$ cat config.mk
export PLATFORM = sky130hd
export DESIGN_NAME = exs_sequencer
export DESIGN_NICKNAME = d
export VERILOG_FILES = /design/src/logic/exs_pkg.sv /design/src/logic/exs_vec_if.sv /design/src/logic/exs_sequencer.sv /design/src/logic/exs_vec_gen.sv
export VERILOG_INCLUDE_DIRS = /design/src /design/src/logic
export SDC_FILE = /design/constraint.sdc
export NUM_CORES = 1
export LEC_CHECK = 0
export BUFFER_PORTS_ARGS = -buffer_cell sky130_fd_sc_hd__buf_2
export CORE_ASPECT_RATIO = 0.6
export CORE_MARGIN = 3
export CORE_UTILIZATION = 48
export DETAILED_ROUTE_END_ITERATION = 12
export HOLD_SLACK_MARGIN = 0.02
export PLACE_DENSITY = 0.87
export SLEW_MARGIN = 15
export SYNTH_ARGS = -nofsm -noshare
export SYNTH_HDL_FRONTEND = slang
export SYNTH_SLANG_ARGS = --single-unit
$ cat constraint.sdc
create_clock -name sys_clk -period 2.55 [get_ports sys_clk]
set_input_delay 0.3825 -clock sys_clk [delete_from_list [all_inputs] [get_ports sys_clk]]
set_output_delay 0.3825 -clock sys_clk [all_outputs]
set_load 0.02 [all_outputs]
$ cat src/logic/exs_cfg.svh
// Purpose: Constants for the exception sequencer
// Assumes: Included by bare name
// Notes:   Vector numbers, register offsets, reset values
`ifndef EXS_CFG_SVH
`define EXS_CFG_SVH
`define EXS_AW        24
`define EXS_DW        16
`define EXS_VNW       7
`define EXS_VN_RESET  7'h00
`define EXS_VN_DIRECT 7'h06
`define EXS_VN_NMI    7'h07
`define EXS_VN_TRAP   7'h08
`define EXS_VN_IRQ    7'h10
`define EXS_VN_INT_LO 7'h18
`define EXS_VN_INT_HI 7'h6f
`define EXS_RAW       2
`define EXS_REG_SYS   2'h0
`define EXS_REG_MSTOP 2'h1
`define EXS_REG_CCR   2'h2
`define EXS_REG_STAT  2'h3
`define EXS_MSTOP_RST 16'hffff
`define EXS_INTM_M1   2'h1
`define EXS_CCR_I     7
`define EXS_CCR_UI    6
`define EXS_STRAP_ADV 1'b0
`endif

$ cat src/logic/exs_pkg.sv
// Purpose: Types shared by the exception sequencer
// Assumes: Nothing
// Notes:   State and exception-kind enumerations
package exs_pkg;
  typedef enum logic [2:0] {
    S_HOLD, S_RVEC, S_LOAD, S_RUN, S_PUSH_PC, S_PUSH_CCR, S_VEC
  } exs_state_t;
  typedef enum logic [1:0] {K_RESET, K_INT, K_DIRECT, K_TRAP} exs_kind_t;
endpackage : exs_pkg

$ cat src/logic/exs_vec_if.sv
// Purpose: Vector number to table address link
// Assumes: Single clock
// Notes:   Carries the address mode beside the number
`timescale 1ns/1ps
`include "exs_cfg.svh"
interface exs_vec_if;
  logic [`EXS_VNW-1:0] num;
  logic                adv;
  logic [`EXS_AW-1:0]  addr;
  modport gen (input num, input adv, output addr);
  modport use_p (output num, output adv, input addr);
endinterface : exs_vec_if

$ cat src/logic/exs_sequencer.sv
// Purpose: Exception sequencer: reset, interrupt, direct transition, trap
// Assumes: Pipeline stalls while cpu_halt is high; memory acks in-clock
// Notes:   Stack pointer lives in the pipeline; pushes are tagged writes
// Behaviour
// - Mode 2: advanced single-chip, 16-Mbyte space, on-chip ROM on.
// - Mode 3: normal single-chip, 64-Kbyte space, 56 kbyte usable, ROM on.
// - Priority is reset, interrupt, direct transition, trap; pending ones go in order.
// - Reset handling starts on reset pin rising or watchdog overflow.
// - Interrupts are taken only at instruction or exception sequence end.
// - No interrupt detection after flag-logic or control-load insns, or reset handling.
// - Direct transition handling starts when sleep causes a direct transition.
// - Traps are always taken in program execution, whatever the mask.
// - Vector entry is number times 2 (normal) or 4 (advanced); reset at 0.
// - Vectors: reset 0, direct 6, NMI 7, traps 8-11, lines 16-23, internal 24-111.
// - While reset pin is low all processing halts in reset state.
// - Any reset initialises CPU state and all peripheral registers.
// - Reset sets interrupt mask, loads reset vector into PC, then runs.
// - All interrupts including NMI blocked until first instruction completes.
// - After reset all peripherals are in module stop, registers not accessible.
// - Interrupt pushes PC and CONDITION_CODE_REGISTER, fetches vector into PC, resumes there.
// - Sources are NMI, request lines, keyboard, wakeup, peripherals; NMI highest.
// - Trap pushes PC and CONDITION_CODE_REGISTER, fetches selected vector into PC, continues.
// - Trap selects one of four vectors by a 0-3 field in the instruction.
// - After trap I is set; UI set in mode 1, kept in mode 0.
// - Interrupt control mode comes from interrupt_mode_sel in system_control_reg.
`timescale 1ns/1ps
`include "exs_cfg.svh"
module exs_sequencer (
  input  wire logic                sys_clk,
  input  wire logic                rst,
  input  wire logic                external_reset_pin_n,
  input  wire logic                mode_sel_pin,
  input  wire logic                wdt_overflow,
  input  wire logic                nmi_req,
  input  wire logic [7:0]          irq_req,
  input  wire logic                int_req,
  input  wire logic [`EXS_VNW-1:0] int_vec,
  input  wire logic                insn_done,
  input  wire logic                insn_no_irq,
  input  wire logic                sleep_direct,
  input  wire logic                trap_exec,
  input  wire logic [1:0]          trap_num,
  input  wire logic [`EXS_AW-1:0]  pc_in,
  input  wire logic [7:0]          ccr_in,
  input  wire logic                mem_ack,
  input  wire logic [31:0]         mem_rdata,
  input  wire logic [`EXS_RAW-1:0] reg_addr,
  input  wire logic [`EXS_DW-1:0]  reg_wdata,
  input  wire logic                reg_wr,
  input  wire logic                reg_rd,
  output logic [`EXS_DW-1:0]       reg_rdata,
  output logic                     cpu_halt,
  output logic                     periph_rst,
  output logic                     pc_load,
  output logic [`EXS_AW-1:0]       pc_value,
  output logic                     mem_req,
  output logic                     mem_push,
  output logic [`EXS_AW-1:0]       mem_addr,
  output logic [`EXS_AW-1:0]       mem_wdata,
  output logic                     int_ack,
  output logic [`EXS_VNW-1:0]      ack_vec,
  output logic                     i_mask,
  output logic                     ui_mask,
  output logic [`EXS_DW-1:0]       mstop,
  output logic                     adv_mode
);
  exs_pkg::exs_state_t state_r;
  exs_pkg::exs_kind_t  kind_r;
  logic                res_s1_r, res_s2_r, mode_s1_r, mode_s2_r;
  logic                int_rst, adv_r, blk_r, i_r, ui_r;
  logic [1:0]          intm_r;
  logic [`EXS_DW-1:0]  mstop_r, rdata_r;
  logic [`EXS_VNW-1:0] num_r, int_num, tnum_r, ack_vec_r;
  logic                trap_pend_r, dt_pend_r, int_hit, int_go, go;
  logic                st_run, st_load, bnd, mode1;
  logic                req_r, push_r, pc_load_r, halt_r, prst_r, int_ack_r;
  logic [`EXS_AW-1:0]  addr_r, wdata_r, pc_r, ret_pc, vec_pc;
  exs_pkg::exs_kind_t  kind_nxt;
  logic [`EXS_VNW-1:0] num_nxt;

  exs_vec_if vi ();
  assign vi.num = num_r;
  assign vi.adv = adv_r;
  exs_vec_gen u_vec (.vi(vi));

  // Pins are asynchronous: two flops before use
  always_ff @(posedge sys_clk) begin
    if (rst) begin
      res_s1_r <= 1'b0;
      res_s2_r <= 1'b0;
    end else begin
      res_s1_r <= external_reset_pin_n;
      res_s2_r <= res_s1_r;
    end
  end

  // Strap sync runs through reset, so the strap is settled before reset ends
  always_ff @(posedge sys_clk) begin
    mode_s1_r <= mode_sel_pin;
    mode_s2_r <= mode_s1_r;
  end

  // Pin low or watchdog overflow holds everything but the pin and strap sync flops in reset
  assign int_rst = rst | ~res_s2_r | wdt_overflow;
  assign st_run  = (state_r == exs_pkg::S_RUN);
  assign st_load = (state_r == exs_pkg::S_LOAD);
  assign mode1   = (intm_r == `EXS_INTM_M1);

  // Strap is caught while reset is asserted, released value sticks
  always_ff @(posedge sys_clk) begin
    if (int_rst) begin
      adv_r <= (mode_s2_r == `EXS_STRAP_ADV);
    end
  end

  // Interrupt source pick: NMI, then lines low number first, then internal
  always_comb begin
    int_hit = 1'b0;
    int_num = `EXS_VN_RESET;
    if (nmi_req) begin
      int_hit = 1'b1;
      int_num = `EXS_VN_NMI;
    end else if (!i_r) begin
      if (|irq_req) begin
        int_hit = 1'b1;
        for (int k = 7; k >= 0; k--) begin
          if (irq_req[k]) begin
            int_num = `EXS_VN_IRQ + 7'(k);
          end
        end
      end else if (int_req && int_vec >= `EXS_VN_INT_LO && int_vec <= `EXS_VN_INT_HI) begin
        int_hit = 1'b1;
        int_num = int_vec;
      end
    end
  end

  // Boundary is end of an instruction or of a non-reset sequence
  assign bnd    = (st_run && insn_done) || (st_load && kind_r != exs_pkg::K_RESET);
  assign int_go = bnd && int_hit && !blk_r && !(st_run && insn_no_irq);

  always_comb begin
    go       = 1'b0;
    kind_nxt = exs_pkg::K_INT;
    num_nxt  = int_num;
    if (int_go) begin
      go = 1'b1;
    end else if (bnd && (dt_pend_r || (st_run && sleep_direct))) begin
      go       = 1'b1;
      kind_nxt = exs_pkg::K_DIRECT;
      num_nxt  = `EXS_VN_DIRECT;
    end else if (bnd && (trap_pend_r || (st_run && trap_exec))) begin
      go       = 1'b1;
      kind_nxt = exs_pkg::K_TRAP;
      num_nxt  = trap_pend_r ? tnum_r : `EXS_VN_TRAP + {5'h00, trap_num};
    end
  end

  // A trap or sleep that loses to an interrupt waits for the next boundary
  always_ff @(posedge sys_clk) begin
    if (int_rst) begin
      trap_pend_r <= 1'b0;
      dt_pend_r   <= 1'b0;
      tnum_r      <= `EXS_VN_TRAP;
    end else begin
      if (st_run && insn_done && trap_exec && !(go && kind_nxt == exs_pkg::K_TRAP)) begin
        trap_pend_r <= 1'b1;
        tnum_r      <= `EXS_VN_TRAP + {5'h00, trap_num};
      end else if (go && kind_nxt == exs_pkg::K_TRAP) begin
        trap_pend_r <= 1'b0;
      end
      if (st_run && insn_done && sleep_direct && !(go && kind_nxt == exs_pkg::K_DIRECT)) begin
        dt_pend_r <= 1'b1;
      end else if (go && kind_nxt == exs_pkg::K_DIRECT) begin
        dt_pend_r <= 1'b0;
      end
    end
  end

  // First instruction after reset always runs before any interrupt
  always_ff @(posedge sys_clk) begin
    if (int_rst) begin
      blk_r <= 1'b1;
    end else if (st_run && insn_done) begin
      blk_r <= 1'b0;
    end
  end

  // Normal mode keeps only the 16-bit entry, bounding PC to 64 Kbyte
  assign vec_pc = adv_r ? mem_rdata[`EXS_AW-1:0] : {8'h00, mem_rdata[15:0]};
  assign ret_pc = st_load ? pc_r : pc_in;

  // Sequencer
  always_ff @(posedge sys_clk) begin
    if (int_rst) begin
      state_r   <= exs_pkg::S_HOLD;
      kind_r    <= exs_pkg::K_RESET;
      num_r     <= `EXS_VN_RESET;
      req_r     <= 1'b0;
      push_r    <= 1'b0;
      addr_r    <= '0;
      wdata_r   <= '0;
      pc_r      <= '0;
      pc_load_r <= 1'b0;
      halt_r    <= 1'b1;
      int_ack_r <= 1'b0;
      ack_vec_r <= `EXS_VN_RESET;
    end else begin
      pc_load_r <= 1'b0;
      int_ack_r <= 1'b0;
      unique case (state_r)
        exs_pkg::S_HOLD: begin
          state_r <= exs_pkg::S_RVEC;
          req_r   <= 1'b1;
          addr_r  <= vi.addr;
        end
        exs_pkg::S_RVEC, exs_pkg::S_VEC: begin
          if (mem_ack) begin
            req_r     <= 1'b0;
            pc_r      <= vec_pc;
            pc_load_r <= 1'b1;
            state_r   <= exs_pkg::S_LOAD;
          end
        end
        exs_pkg::S_PUSH_PC: begin
          if (mem_ack) begin
            wdata_r <= {16'h0000, ccr_in};
            state_r <= exs_pkg::S_PUSH_CCR;
          end
        end
        exs_pkg::S_PUSH_CCR: begin
          if (mem_ack) begin
            push_r  <= 1'b0;
            addr_r  <= vi.addr;
            state_r <= exs_pkg::S_VEC;
          end
        end
        exs_pkg::S_LOAD, exs_pkg::S_RUN: begin
          if (go) begin
            state_r <= exs_pkg::S_PUSH_PC;
            kind_r  <= kind_nxt;
            num_r   <= num_nxt;
            req_r   <= 1'b1;
            push_r  <= 1'b1;
            wdata_r <= ret_pc;
            halt_r  <= 1'b1;
            if (int_go) begin
              int_ack_r <= 1'b1;
              ack_vec_r <= num_nxt;
            end
          end else begin
            state_r <= exs_pkg::S_RUN;
            halt_r  <= 1'b0;
          end
        end
      endcase
    end
  end

  // Mask bits: hardware set wins over a software write in the same cycle
  always_ff @(posedge sys_clk) begin
    if (int_rst) begin
      i_r  <= 1'b1;
      ui_r <= 1'b0;
    end else if (go) begin
      i_r <= 1'b1;
      if (mode1) begin
        ui_r <= 1'b1;
      end
    end else if (reg_wr && reg_addr == `EXS_REG_CCR) begin
      i_r  <= reg_wdata[`EXS_CCR_I];
      ui_r <= reg_wdata[`EXS_CCR_UI];
    end
  end

  // Control registers
  always_ff @(posedge sys_clk) begin
    if (int_rst) begin
      intm_r  <= 2'h0;
      mstop_r <= `EXS_MSTOP_RST;
      prst_r  <= 1'b1;
    end else begin
      prst_r <= 1'b0;
      if (reg_wr && reg_addr == `EXS_REG_SYS) begin
        intm_r <= reg_wdata[1:0];
      end
      if (reg_wr && reg_addr == `EXS_REG_MSTOP) begin
        mstop_r <= reg_wdata;
      end
    end
  end

  // Read data stands only in the cycle after the strobe
  always_ff @(posedge sys_clk) begin
    if (int_rst || !reg_rd) begin
      rdata_r <= '0;
    end else begin
      unique case (reg_addr)
        `EXS_REG_SYS:   rdata_r <= {14'h0000, intm_r};
        `EXS_REG_MSTOP: rdata_r <= mstop_r;
        `EXS_REG_CCR:   rdata_r <= {8'h00, i_r, ui_r, 6'h00};
        `EXS_REG_STAT:  rdata_r <= {state_r, adv_r, blk_r, 4'h0, num_r};
      endcase
    end
  end

  assign reg_rdata  = rdata_r;
  assign cpu_halt   = halt_r;
  assign periph_rst = prst_r;
  assign pc_load    = pc_load_r;
  assign pc_value   = pc_r;
  assign mem_req    = req_r;
  assign mem_push   = push_r;
  assign mem_addr   = addr_r;
  assign mem_wdata  = wdata_r;
  assign int_ack    = int_ack_r;
  assign ack_vec    = ack_vec_r;
  assign i_mask     = i_r;
  assign ui_mask    = ui_r;
  assign mstop      = mstop_r;
  assign adv_mode   = adv_r;
endmodule : exs_sequencer

$ cat src/logic/exs_vec_gen.sv
// Purpose: Vector table address generator
// Assumes: Table starts at address zero
// Notes:   Two-byte entries in normal mode, four in advanced
`timescale 1ns/1ps
`include "exs_cfg.svh"
module exs_vec_gen (
  exs_vec_if.gen vi
);
  logic [`EXS_AW-1:0] num_w;
  assign num_w   = {{(`EXS_AW-`EXS_VNW){1'b0}}, vi.num};
  assign vi.addr = vi.adv ? (num_w << 2) : (num_w << 1);
endmodule : exs_vec_gen

* Word-level counts from Yosys, hierarchy flattened
Cells that the tools add are included.
** Cells by class
- Bitwise gates (word level) :: 7
- Equality and inequality tests :: 17
- Reduce and logical (&&, ||, !) cells :: 55
- Multiplexer cells :: 55
- $add $sub $neg :: 1
- Order comparisons :: 2
** Operator list (count)
- two-way mux 24 bit :: 5
- two-way mux 7 bit :: 15
- case mux 24 bit (2 select lines) :: 2
- case mux 16 bit (4 select lines) :: 1
- logical AND 1 bit :: 21
- two-way mux 1 bit :: 20
- case mux 3 bit (5 select lines) :: 1
- AND reduction 3 bit :: 5
- nonzero test 2 bit :: 7
- two-way mux 3 bit :: 4
- == test 3 bit, second input constant :: 3
- two-way mux 9 bit :: 1
- == test 2 bit, second input constant :: 4
- != test 2 bit, second input constant :: 4
- AND reduction 2 bit :: 4
- OR reduction 2 bit :: 4
- OR reduction 8 bit :: 1
- greater-or-equal comparator 7 x 5 -> 1 bit, second input constant :: 1
- less-or-equal comparator 7 bit, second input constant :: 1
- == test 3 x 2 -> 1 bit, second input constant :: 2
- two-way mux 2 bit :: 3
- adder 4 x 2 -> 5 bit, first input constant :: 1
- logical NOT 1 bit :: 5
- two-way mux 5 bit :: 1
- other kinds (12) :: 21
** Storage, ports and cells
- Flip-flop bits (word level) :: 148
- Output and inout port bits :: 120

* Longest topological paths before layout
Gate-level depths: netlist of run 1.
- Depth after elaboration :: 16
- Gate-level depth with buffers :: 9
- Mapped depth without buffers :: 6

* By module
Synthesis of run 1 repeated with hierarchy kept, for this count alone.
** Unflattened totals
- Cell total of the unflattened synthesis :: 726
- Area, all modules :: 6105.9 um^2
** Modules (own cells, without submodules)
- exs_sequencer :: seq. area each 2872.8 um^2, area each 5864.4 um^2, cells an instance 700, instances 1
- exs_vec_gen :: seq. area each 0.0 um^2, area each 241.5 um^2, cells an instance 26, instances 1

* Worst setup path after synthesis of run 1
OpenSTA, ideal clock, no wires.
- Kind :: input port to flip-flop
- From :: input irq_req[0]
- To :: register wdata_r[10], in the netlist mem_wdata[10]
- Buffers on the path :: 1
- Data arrival time :: 2028 ps
- Setup slack :: 450 ps
- Stages on the path :: 7
- Required time :: 2478 ps
- Path through :: nor4_1 > and2_1 > o211ai_2 > a22o_4 > mux2i_4 > buf_6 > mux2i_1
** On the way
- Word-level cells in the longest chain between the ends :: 10
** Ends and longest elaborated chain
- from (decl) :: RTL line exs_sequencer.sv:35 : input wire logic [7:0] irq_req,
- OR reduction 8 bit :: RTL line exs_sequencer.sv:124 : if (|irq_req) begin
- two-way mux 1 bit :: RTL line exs_sequencer.sv:124
- two-way mux 1 bit :: RTL line exs_sequencer.sv:123 : end else if (!i_r) begin
- two-way mux 1 bit :: RTL line exs_sequencer.sv:120 : if (nmi_req) begin
- logical AND 1 bit (3 in series) :: RTL line exs_sequencer.sv:140 : assign int_go = bnd && int_hit && !blk_r && !(st_run && insn_no_irq);
- two-way mux 1 bit :: RTL line exs_sequencer.sv:146 : if (int_go) begin
- != test 2 bit (no line)
- AND reduction 3 bit (no line)
- to (signal assigned) :: RTL line exs_sequencer.sv:227 : wdata_r <= {16'h0000, ccr_in};
- to (signal assigned) :: RTL line exs_sequencer.sv:245 : wdata_r <= ret_pc;
- to (decl) :: RTL line exs_sequencer.sv:77 : logic [`EXS_AW-1:0] addr_r, wdata_r, pc_r, ret_pc, vec_pc;
Every way passes these cells.
A chain may end at the register's enable or synchronous reset.

* Worst setup path in the final report of run 1
- From :: register state_r[0]
- To :: register num_r[2]
** On the way
- Word-level cells in the longest chain between the ends :: 8
- Elaborated cells on any way between the ends :: 24
- Those cells by class :: 2 x eq/ne; 6 x mux; 16 x reduce/logical
** Ends and longest elaborated chain
- from (decl) :: RTL line exs_sequencer.sv:67 : exs_pkg::exs_state_t state_r;
- from (signal assigned) :: RTL line exs_sequencer.sv:196 : state_r <= exs_pkg::S_HOLD;
- from (signal assigned) :: RTL line exs_sequencer.sv:213 : state_r <= exs_pkg::S_RVEC;
- from (signal assigned) :: RTL line exs_sequencer.sv:222 : state_r <= exs_pkg::S_LOAD;
- == test 3 x 2 -> 1 bit, on equally long branches :: RTL line exs_sequencer.sv:105, exs_sequencer.sv:211, exs_sequencer.sv:106
- logical AND 1 bit, on equally long branches :: RTL line exs_sequencer.sv:139, exs_sequencer.sv:152
- logical OR 1 bit, on equally long branches :: RTL line exs_sequencer.sv:139, exs_sequencer.sv:152
- logical AND 1 bit, on equally long branches :: RTL line exs_sequencer.sv:152, exs_sequencer.sv:140
- two-way mux 1 bit or logical AND 1 bit (tied branches) :: RTL line exs_sequencer.sv:152, exs_sequencer.sv:140
- two-way mux 1 bit or logical AND 1 bit (tied branches) :: RTL line exs_sequencer.sv:148, exs_sequencer.sv:140
- two-way mux 1 bit :: RTL line exs_sequencer.sv:146
- AND reduction 2 bit (no line)
- to (signal assigned) :: RTL line exs_sequencer.sv:198 : num_r <= `EXS_VN_RESET;
- to (signal assigned) :: RTL line exs_sequencer.sv:242 : num_r <= num_nxt;
- to (decl) :: RTL line exs_sequencer.sv:73 : logic [`EXS_VNW-1:0] num_r, int_num, tnum_r, ack_vec_r;
Parallel ways exist; a longest one is shown, timed or not.

==> results of run 1 <==
worst register-to-register path: cells and delay by family (launching register included):
kind / cells / cell delay (ns)
compound gates: 3 / 0.84
simple gates: 3 / 0.94
flops: 1 / 0.43
through the flow:
step           total power (µW)  hold WS (ns)   util
6_report                   4500        0.0860  0.661
5_1_grt                    4640        0.0678  0.661
4_1_cts                    4530        0.0659  0.661
3_5_place_dp               2270         0.320  0.610
3_3_place_gp               2270         0.312  0.610
2_1_floorplan              2180         0.310      -
power breakdown:
part	switching, µW	total, µW	leakage, µW	internal, µW
clock network	904	2270	0.000254	1370
logic	127	228	0.00211	101
registers	10.1	2000	0.00103	1990
total	1040	4500	0.00339	3460
layout make-up:
class                           count  area (µm²)
Tap cell                          139         174
Clock buffer                       19         443
Multi-Input combinational cell    467        2700
Inverter                            8        30.0
Fill cell                         915        3690
Timing Repair Buffer              225        1180
Antenna cell                        1        2.50
Sequential cell                   127        2550
Clock inverter                     13         115
placed cells by master (no fill, tap or decap), drive strengths merged, types with 6 or more instances in the layout:
cell,count
dfxtp,126
mux2,18
nand3,37
conb,16
a211oi,9
clkinvlp,7
mux2i,53
nand2,141
buf,225
inv,10
clkbuf,19
a21oi,52
nor2b,6
o21ai,21
and2,16
nor2,44
synthesized netlist by cell type (2+ instances only):
cell type	count
nand3b_1	3
and3_1	4
o31a_1	2
and2_1	16
a21o_1	2
or2_2	2
nor4_1	2
a22oi_1	3
nor3_1	3
nor2_1	44
nor3b_1	3
o211a_1	3
buf_2	3
buf_1	3
dfxtp_1	126
clkbuf_1	32
nand2_1	141
mux2_2	18
a21oi_1	52
nor2b_1	6
o31ai_1	2
nand2b_1	4
a211oi_1	7
a31oi_1	5
buf_4	17
buf_6	2
o211ai_1	2
mux2i_1	52
nand3_1	37
inv_1	7
o21ai_0	21
a211o_1	2
state kept, by name, summed over array words and instances (netlist names), 3 cells and up:
name / count
pc_value: 24
ack_vec: 7
num_r: 7
reg_rdata: 16
state_r: 3
mem_addr: 8
mem_wdata: 24
mstop: 16
layer usage:
metal | vias to the layer above | global-route usage | part of all wire
met1 | 2498 | 0.361 | 0.48
met5 | - | 0 | 0
li1 | 2568 | - | -
met2 | 263 | 0.359 | 0.42
met4 | 0 | 0.0635 | 0.0096
met3 | 13 | 0.0764 | 0.096
worst min-delay path by stage:
stage / startpoint / cells after the start / slack [ns] / to
after floorplan: mode_s1_r$_DFF_P_ / 0 / 0.31 / mode_s2_r$_DFF_P_
after global placement: mode_s1_r$_DFF_P_ / 0 / 0.31 / mode_s2_r$_DFF_P_
after detailed placement: mode_s1_r$_DFF_P_ / 0 / 0.32 / mode_s2_r$_DFF_P_
after CTS: mode_sel_pin / 1 / 0.07 / mode_s1_r$_DFF_P_
after global routing: mode_sel_pin / 1 / 0.07 / mode_s1_r$_DFF_P_
final: mode_sel_pin / 1 / 0.09 / mode_s1_r$_DFF_P_
cells by family after synthesis:
group           count (synthesis)  synth area share
simple gates                  270             0.217
flops                         127             0.463
compound gates                110             0.125
mux                            71             0.135
buf+inv                        65            0.0592
other cells                     1          0.000680
==> qor_table.md, run 1 <==
| Result | This run |
|:---|:---|
| Dpl hpwl | 12300 µm |
| Hold WC Path Type | primary input to flip-flop |
| Worst path bufs/invs | 0 |
| Cells along the critical path | nor3_1 -> or3_4 -> a211oi_4 -> and2_1 -> o21ai_0 -> a31oi_1 |
| Static leakage power | 0.00339 µW |
| Most area-consuming cells after synthesis | dfxtp_1 (46%), nand2_1 (9.6%), mux2i_1 (9.4%) |
| Syn-to-layout area delta | 30.5% |
| Floorplan die area | 12900 µm² |
| Startpoint of the worst-slack reg-to-reg timing path | state_r[0]$_SDFFE_PP0P_ |
| First-iteration detailed-routing DRC count | 376 |
| Clock transition at the register clock pins on the worst setup and hold paths after CTS | 0.06 ns |
| Final-report hold violation count | 0 |
| Number of maximum-capacitance constraint violations | 0 |
| Number of enable flip-flop cells after synthesis | 1 |
| Worst Setup End Kind | flip-flop |
| Setup repair after global routing missed its margin | no |
| Worst-skew pair later-pin latency | 0.40 ns |
| Placement-stage worst setup slack | 0.0751 ns |
| Number of top-level pins | 233 |
| Post-CTS Setup Bufs | 0 |
| Clock tree skew after final layout | 0.00762 ns |
| Peak ir drop on the vdd network | 0.000458 V |
| Largest net degree at the start of global routing | 44 |
| Gate count after technology mapping | 644 |
| Antenna violations before repair | 0 |
| Vertical die dimension | 89.0 µm |
| DR WL/cell | 16.3 µm |
| Result of the run | complete, no violations |
| Area fraction of the dominant cell type after synthesis | 0.457 |
| Number of different library cells in the post-synthesis netlist | 50 |
| Placer Congestion | 0.926 |
| Endpoint of the most critical register-to-register path | num_r[2]$_SDFFE_PP0P_ |
| Slowest CP cell | dfxtp_2 |
| Number of clock buffers inserted by TritonCTS | 17 |
| Post-layout instance area | 7200 µm² |
| Wire length of the first global-routing pass | 24800 µm |
| Cell Area, Placed | 6640 µm² |
| Depth of the CTS H-tree | 4 |
| Fraction of registers with async set/reset | 0 |
| Pwr/cell area | 626 nW/µm² |
| First-pass iteration count of the detailed router | 5 |
| Syn_area_per_cell | 8.57 µm² |
| DRC violation count after routing | 0 |
| Final critical-path required period | 2.29 ns |
| Post-route worst setup slack | 0.262 ns |
| Effective utilization at floorplan | 0.507 |
| CTS tree | built |
| Wire length after detailed routing | 16300 µm |
| #FFs+latches synth | 127 |
| Required time reported for the critical path endpoint | 2.87 ns |
| Fraction of final layout cells with drive strength greater than 1 | 0.334 |
| Critical path endpoint | num_r[2]$_SDFFE_PP0P_ |
| Arrival time at the worst endpoint | 2.61 ns |
| Core Area | 10900 µm² |
| FF-to-FF path depth | 6 |
| Buffers added on ports | 208 |
| Post-Place Cells | 966 |
| Sink count of the clock tree | 127 |
| Bufs on Longest Clock Path | 2 |
| Setup TNS | 0 ns |
| Final number of setup-violating endpoints | 0 |
| Remaining antenna violation count | 0 |
| Final critical-path share of the clock period | 0.897 |
| Routed via count | 5342 |
| Kind of cell with the highest combined delay on the critical path | simple AND/OR/NAND/NOR gates |
| Most area-hungry cell type in the Yosys netlist | dfxtp_1 |
| Routed via count divided by cell count | 5.35 |
| Tightest Pin Transition | 0.778 ns |
| Worst rel slew slack | 0.482 |
| Hold-fix buffers at CTS | 0 |
| Yosys warns | 0 |
| Overall fraction of global-route tracks in use | 0.248 |
| Vias in the first global route | 4821 |
| Number of non-filler instances in the completed layout | 999 |
| Total standard cell area after synthesis | 5520 µm² |
| CP max FO | 11 |
| Placement Rows | 29 |
| Top flip-flop cell by instance count after synthesis | dfxtp_1 |
| Die Width | 144 µm |
| Achievable frequency | 437 MHz |
| Stage delay of the slowest cell on the critical path | 0.43 ns |
| Total congestion overflow | 0 |
| Number of gates on the worst path with buffers counted | 6 |
| Max-slew violation total from the final report | 0 |
| Clock Root Buffer | clkbuf_16 |
| Worst setup path startpoint | state_r[0]$_SDFFE_PP0P_ |
| Fraction of the yosys area taken by sequential cells | 0.463 |
| Register-to-register setup slack | 0.26 ns |
| Critical Path Source Type | flip-flop |
| Fin nets | 959 |
| Quantity of gates resized following cts | 0 |
| Critical path type | flip-flop to flip-flop |
Power figures use the tool's default switching activity.
==> run 2: changes to the inputs <==
--- a/config.mk
+++ b/config.mk
@@ -6,7 +6,8 @@
 export SDC_FILE = /design/constraint.sdc
 export NUM_CORES = 1
 export LEC_CHECK = 0
-export BUFFER_PORTS_ARGS = -buffer_cell sky130_fd_sc_hd__buf_2
+export ABC_AREA = 1
+export BUFFER_PORTS_ARGS = -buffer_cell sky130_fd_sc_hd__buf_4
 export CORE_ASPECT_RATIO = 0.6
 export CORE_MARGIN = 3
 export CORE_UTILIZATION = 48
==> qor_table.md, run 2 <==
| Result | This run | Delta |
|:---|:---|:---|
| Setup TNS | 0 ns | unchanged |
| Commonest cells after routing, fill and taps aside | buf_4 (219), nand2_1 (190), dfxtp_1 (126) |  |
| Vias in the first global route | 5080 | +5.4% |
| Static leakage power | 0.00345 µW | +1.9% |
| First-pass iteration count of the detailed router | 5 | unchanged |
| Achievable frequency | 438 MHz | +0.19% |
| Number of top-level pins | 233 | unchanged |
| Most area-consuming cells after synthesis | dfxtp_1 (46%), nand2_1 (13%), nor2_1 (7.2%) |  |
| Effective utilization at floorplan | 0.505 | -0.00227 |
| Result of the run | complete, no violations |  |
| Number of clock buffers inserted by TritonCTS | 17 | unchanged |
| Worst rel slew slack | 0.339 | -0.142 |
| Wire length after detailed routing | 16600 µm | +2.0% |
| Syn_area_per_cell | 7.27 µm² | -15% |
| Remaining antenna violation count | 0 | unchanged |
| Antenna violations before repair | 0 | unchanged |
| Clock Root Buffer | clkbuf_16 |  |
| Hold-fix buffers at CTS | 0 | unchanged |
| Final-report hold violation count | 0 | unchanged |
| Number of different library cells in the post-synthesis netlist | 33 | -34% |
| Core Area | 10800 µm² | -0.67% |
| Buffers added on ports | 208 | unchanged |
| Pwr/cell area | 597 nW/µm² | -4.5% |
| Syn-to-layout area delta | 39.3% |  |
| Fraction of the yosys area taken by sequential cells | 0.468 | +0.00520 |
| Yosys warns | 0 | unchanged |
| Critical Path Source Type | flip-flop |  |
| Most common cell in the netlist | nand2_1 |  |
| DRC violation count after routing | 0 | unchanged |
| Placement Rows | 29 | unchanged |
| DR WL/cell | 15.0 µm | -7.8% |
| Register-to-register setup slack | 0.27 ns | about the same |
| Clock tree skew after final layout | 0.00702 ns | -0.000598 ns |
| Routed via count divided by cell count | 5.12 | -4.3% |
| Final critical-path required period | 2.28 ns | -0.00433 ns |
| Fraction of registers with async set/reset | 0 | unchanged |
| Start point of the worst min-delay path | mode_sel_pin |  |
| Arrival time at the worst endpoint | 2.58 ns | -0.03 ns |
| Die Width | 144 µm | -0.53% |
| CP max FO | 24 | +13 |
| Most frequent cells after synthesis | nand2_1 (190), dfxtp_1 (126), nor2_1 (104), inv_1 (64), nand3_1 (62) |  |
| Critical path type | flip-flop to flip-flop |  |
| Largest net degree at the start of global routing | 38 | -14% |
| Worst Setup End Kind | flip-flop |  |
| Worst-skew pair later-pin latency | 0.40 ns | about the same |
| Dpl hpwl | 12600 µm | +2.5% |
| Quantity of gates resized following cts | 0 | unchanged |
| Floorplan die area | 12700 µm² | -1.1% |
| Overall fraction of global-route tracks in use | 0.252 | +0.00414 |
| Depth of the CTS H-tree | 4 | unchanged |
| Number of maximum-capacitance constraint violations | 0 | unchanged |
| Bufs on Longest Clock Path | 2 | unchanged |
| Total standard cell area after synthesis | 5460 µm² | -1.1% |
| Final critical-path share of the clock period | 0.895 | -0.00170 |
| Required time reported for the critical path endpoint | 2.85 ns | -0.02 ns |
| Worst setup path startpoint | state_r[0]$_SDFFE_PP0P_ |  |
| Sink count of the clock tree | 127 | unchanged |
| Final number of setup-violating endpoints | 0 | unchanged |
| Most area-hungry cell type in the Yosys netlist | dfxtp_1 |  |
| Most common library cell in the layout ignoring fill and taps | buf_4 |  |
| First-iteration detailed-routing DRC count | 372 | -1.1% |
| Tightest Pin Transition | 0.990 ns | +0.213 ns |
| CTS tree | built |  |
| Area fraction of the dominant cell type after synthesis | 0.462 | +0.00514 |
| Fin nets | 1066 | +11% |
| # diodes | 0 | -1 |
| Placer Congestion | 0.879 | -5.1% |
| Max-slew violation total from the final report | 0 | unchanged |
| Wire length of the first global-routing pass | 25400 µm | +2.4% |
| Peak ir drop on the vdd network | 0.000509 V | +11% |
| Fraction of final layout cells with drive strength greater than 1 | 0.275 | -0.0587 |
| Routed via count | 5657 | +5.9% |
| Hold WC Path Type | primary input to flip-flop |  |
| Top flip-flop cell by instance count after synthesis | dfxtp_1 |  |
| Gate count after technology mapping | 750 | +16% |
| Vertical die dimension | 88.6 µm | -0.52% |
| Fin util | 0.703 | +0.0415 |
| Number of enable flip-flop cells after synthesis | 1 | unchanged |
| #FFs+latches synth | 127 | unchanged |
| Setup repair after global routing missed its margin | no |  |
| Total congestion overflow | 0 | unchanged |
| Startpoint of the worst-slack reg-to-reg timing path | state_r[0]$_SDFFE_PP0P_ |  |
| Post-CTS Setup Bufs | 0 | unchanged |
| Clock transition at the register clock pins on the worst setup and hold paths after CTS | 0.06 ns | about the same |
==> run 2: power by group <==
group          internal [µW]  total [µW]  switching (µW)
Clock                   1370        2270             899
Sequential              1990        2000            7.62
Combinational            135         264             129
Total                   3500        4540            1040
==> run 2: worst max-delay path, stage by stage (launching register included) <==
cell	delay, ns
dfxtp_1	0.57
inv_2	0.13
nor2_8	0.16
nand2_2	0.08
a21oi_1	0.27
nand2_2	0.27
nand3_4	0.13
buf_4	0.28
nand3_1	0.14
nand2_1	0.09
nor2_1	0.05
==> run 2: kinds of logic after synthesis <==
group,synth area share
simple gates,0.287
buf+inv,0.102
flops,0.468
other cells,0.000687
compound gates,0.142
==> run 2: per-stage QoR <==
stage                     hold WS [ns]  total power [µW]  setup WS, ns  instance area [µm²]  cells
after floorplan                  0.310              2160         0.865                 5510    765
after global placement           0.310              2300         0.381                 7040   1073
after detailed placement         0.318              2310         0.341                 7040   1073
after CTS                       0.0663              4560         0.285                 7600   1105
after global routing            0.0621              4680        0.0923                 7600   1105
final                           0.0799              4540         0.267                 7600   1105
==> run 2: final cells by class <==
class	count	area, µm²
Clock buffer	20	447
Clock inverter	12	114
Fill cell	884	3210
Inverter	69	262
Multi-Input combinational cell	519	2410
Sequential cell	127	2550
Tap cell	139	174
Timing Repair Buffer	219	1640
==> run 2: worst paths after layout <==
path / cells past startpoint / endpoint
hold / removal: 1 / mode_s1_r$_DFF_P_
hold reg to reg: 0 / mode_s2_r$_DFF_P_
setup / recovery: 10 / mem_wdata[18]$_SDFFE_PP0P_
setup reg to reg: 10 / mem_wdata[18]$_SDFFE_PP0P_
==> run 2: layer usage <==
metal | track usage | routed length [µm] | up-vias
met5 | 0 | 0 | -
met2 | 0.386 | 7260 | 260
met1 | 0.353 | 7500 | 2580
met3 | 0.0848 | 1770 | 12
met4 | 0.0462 | 89 | 0
li1 | - | - | 2805
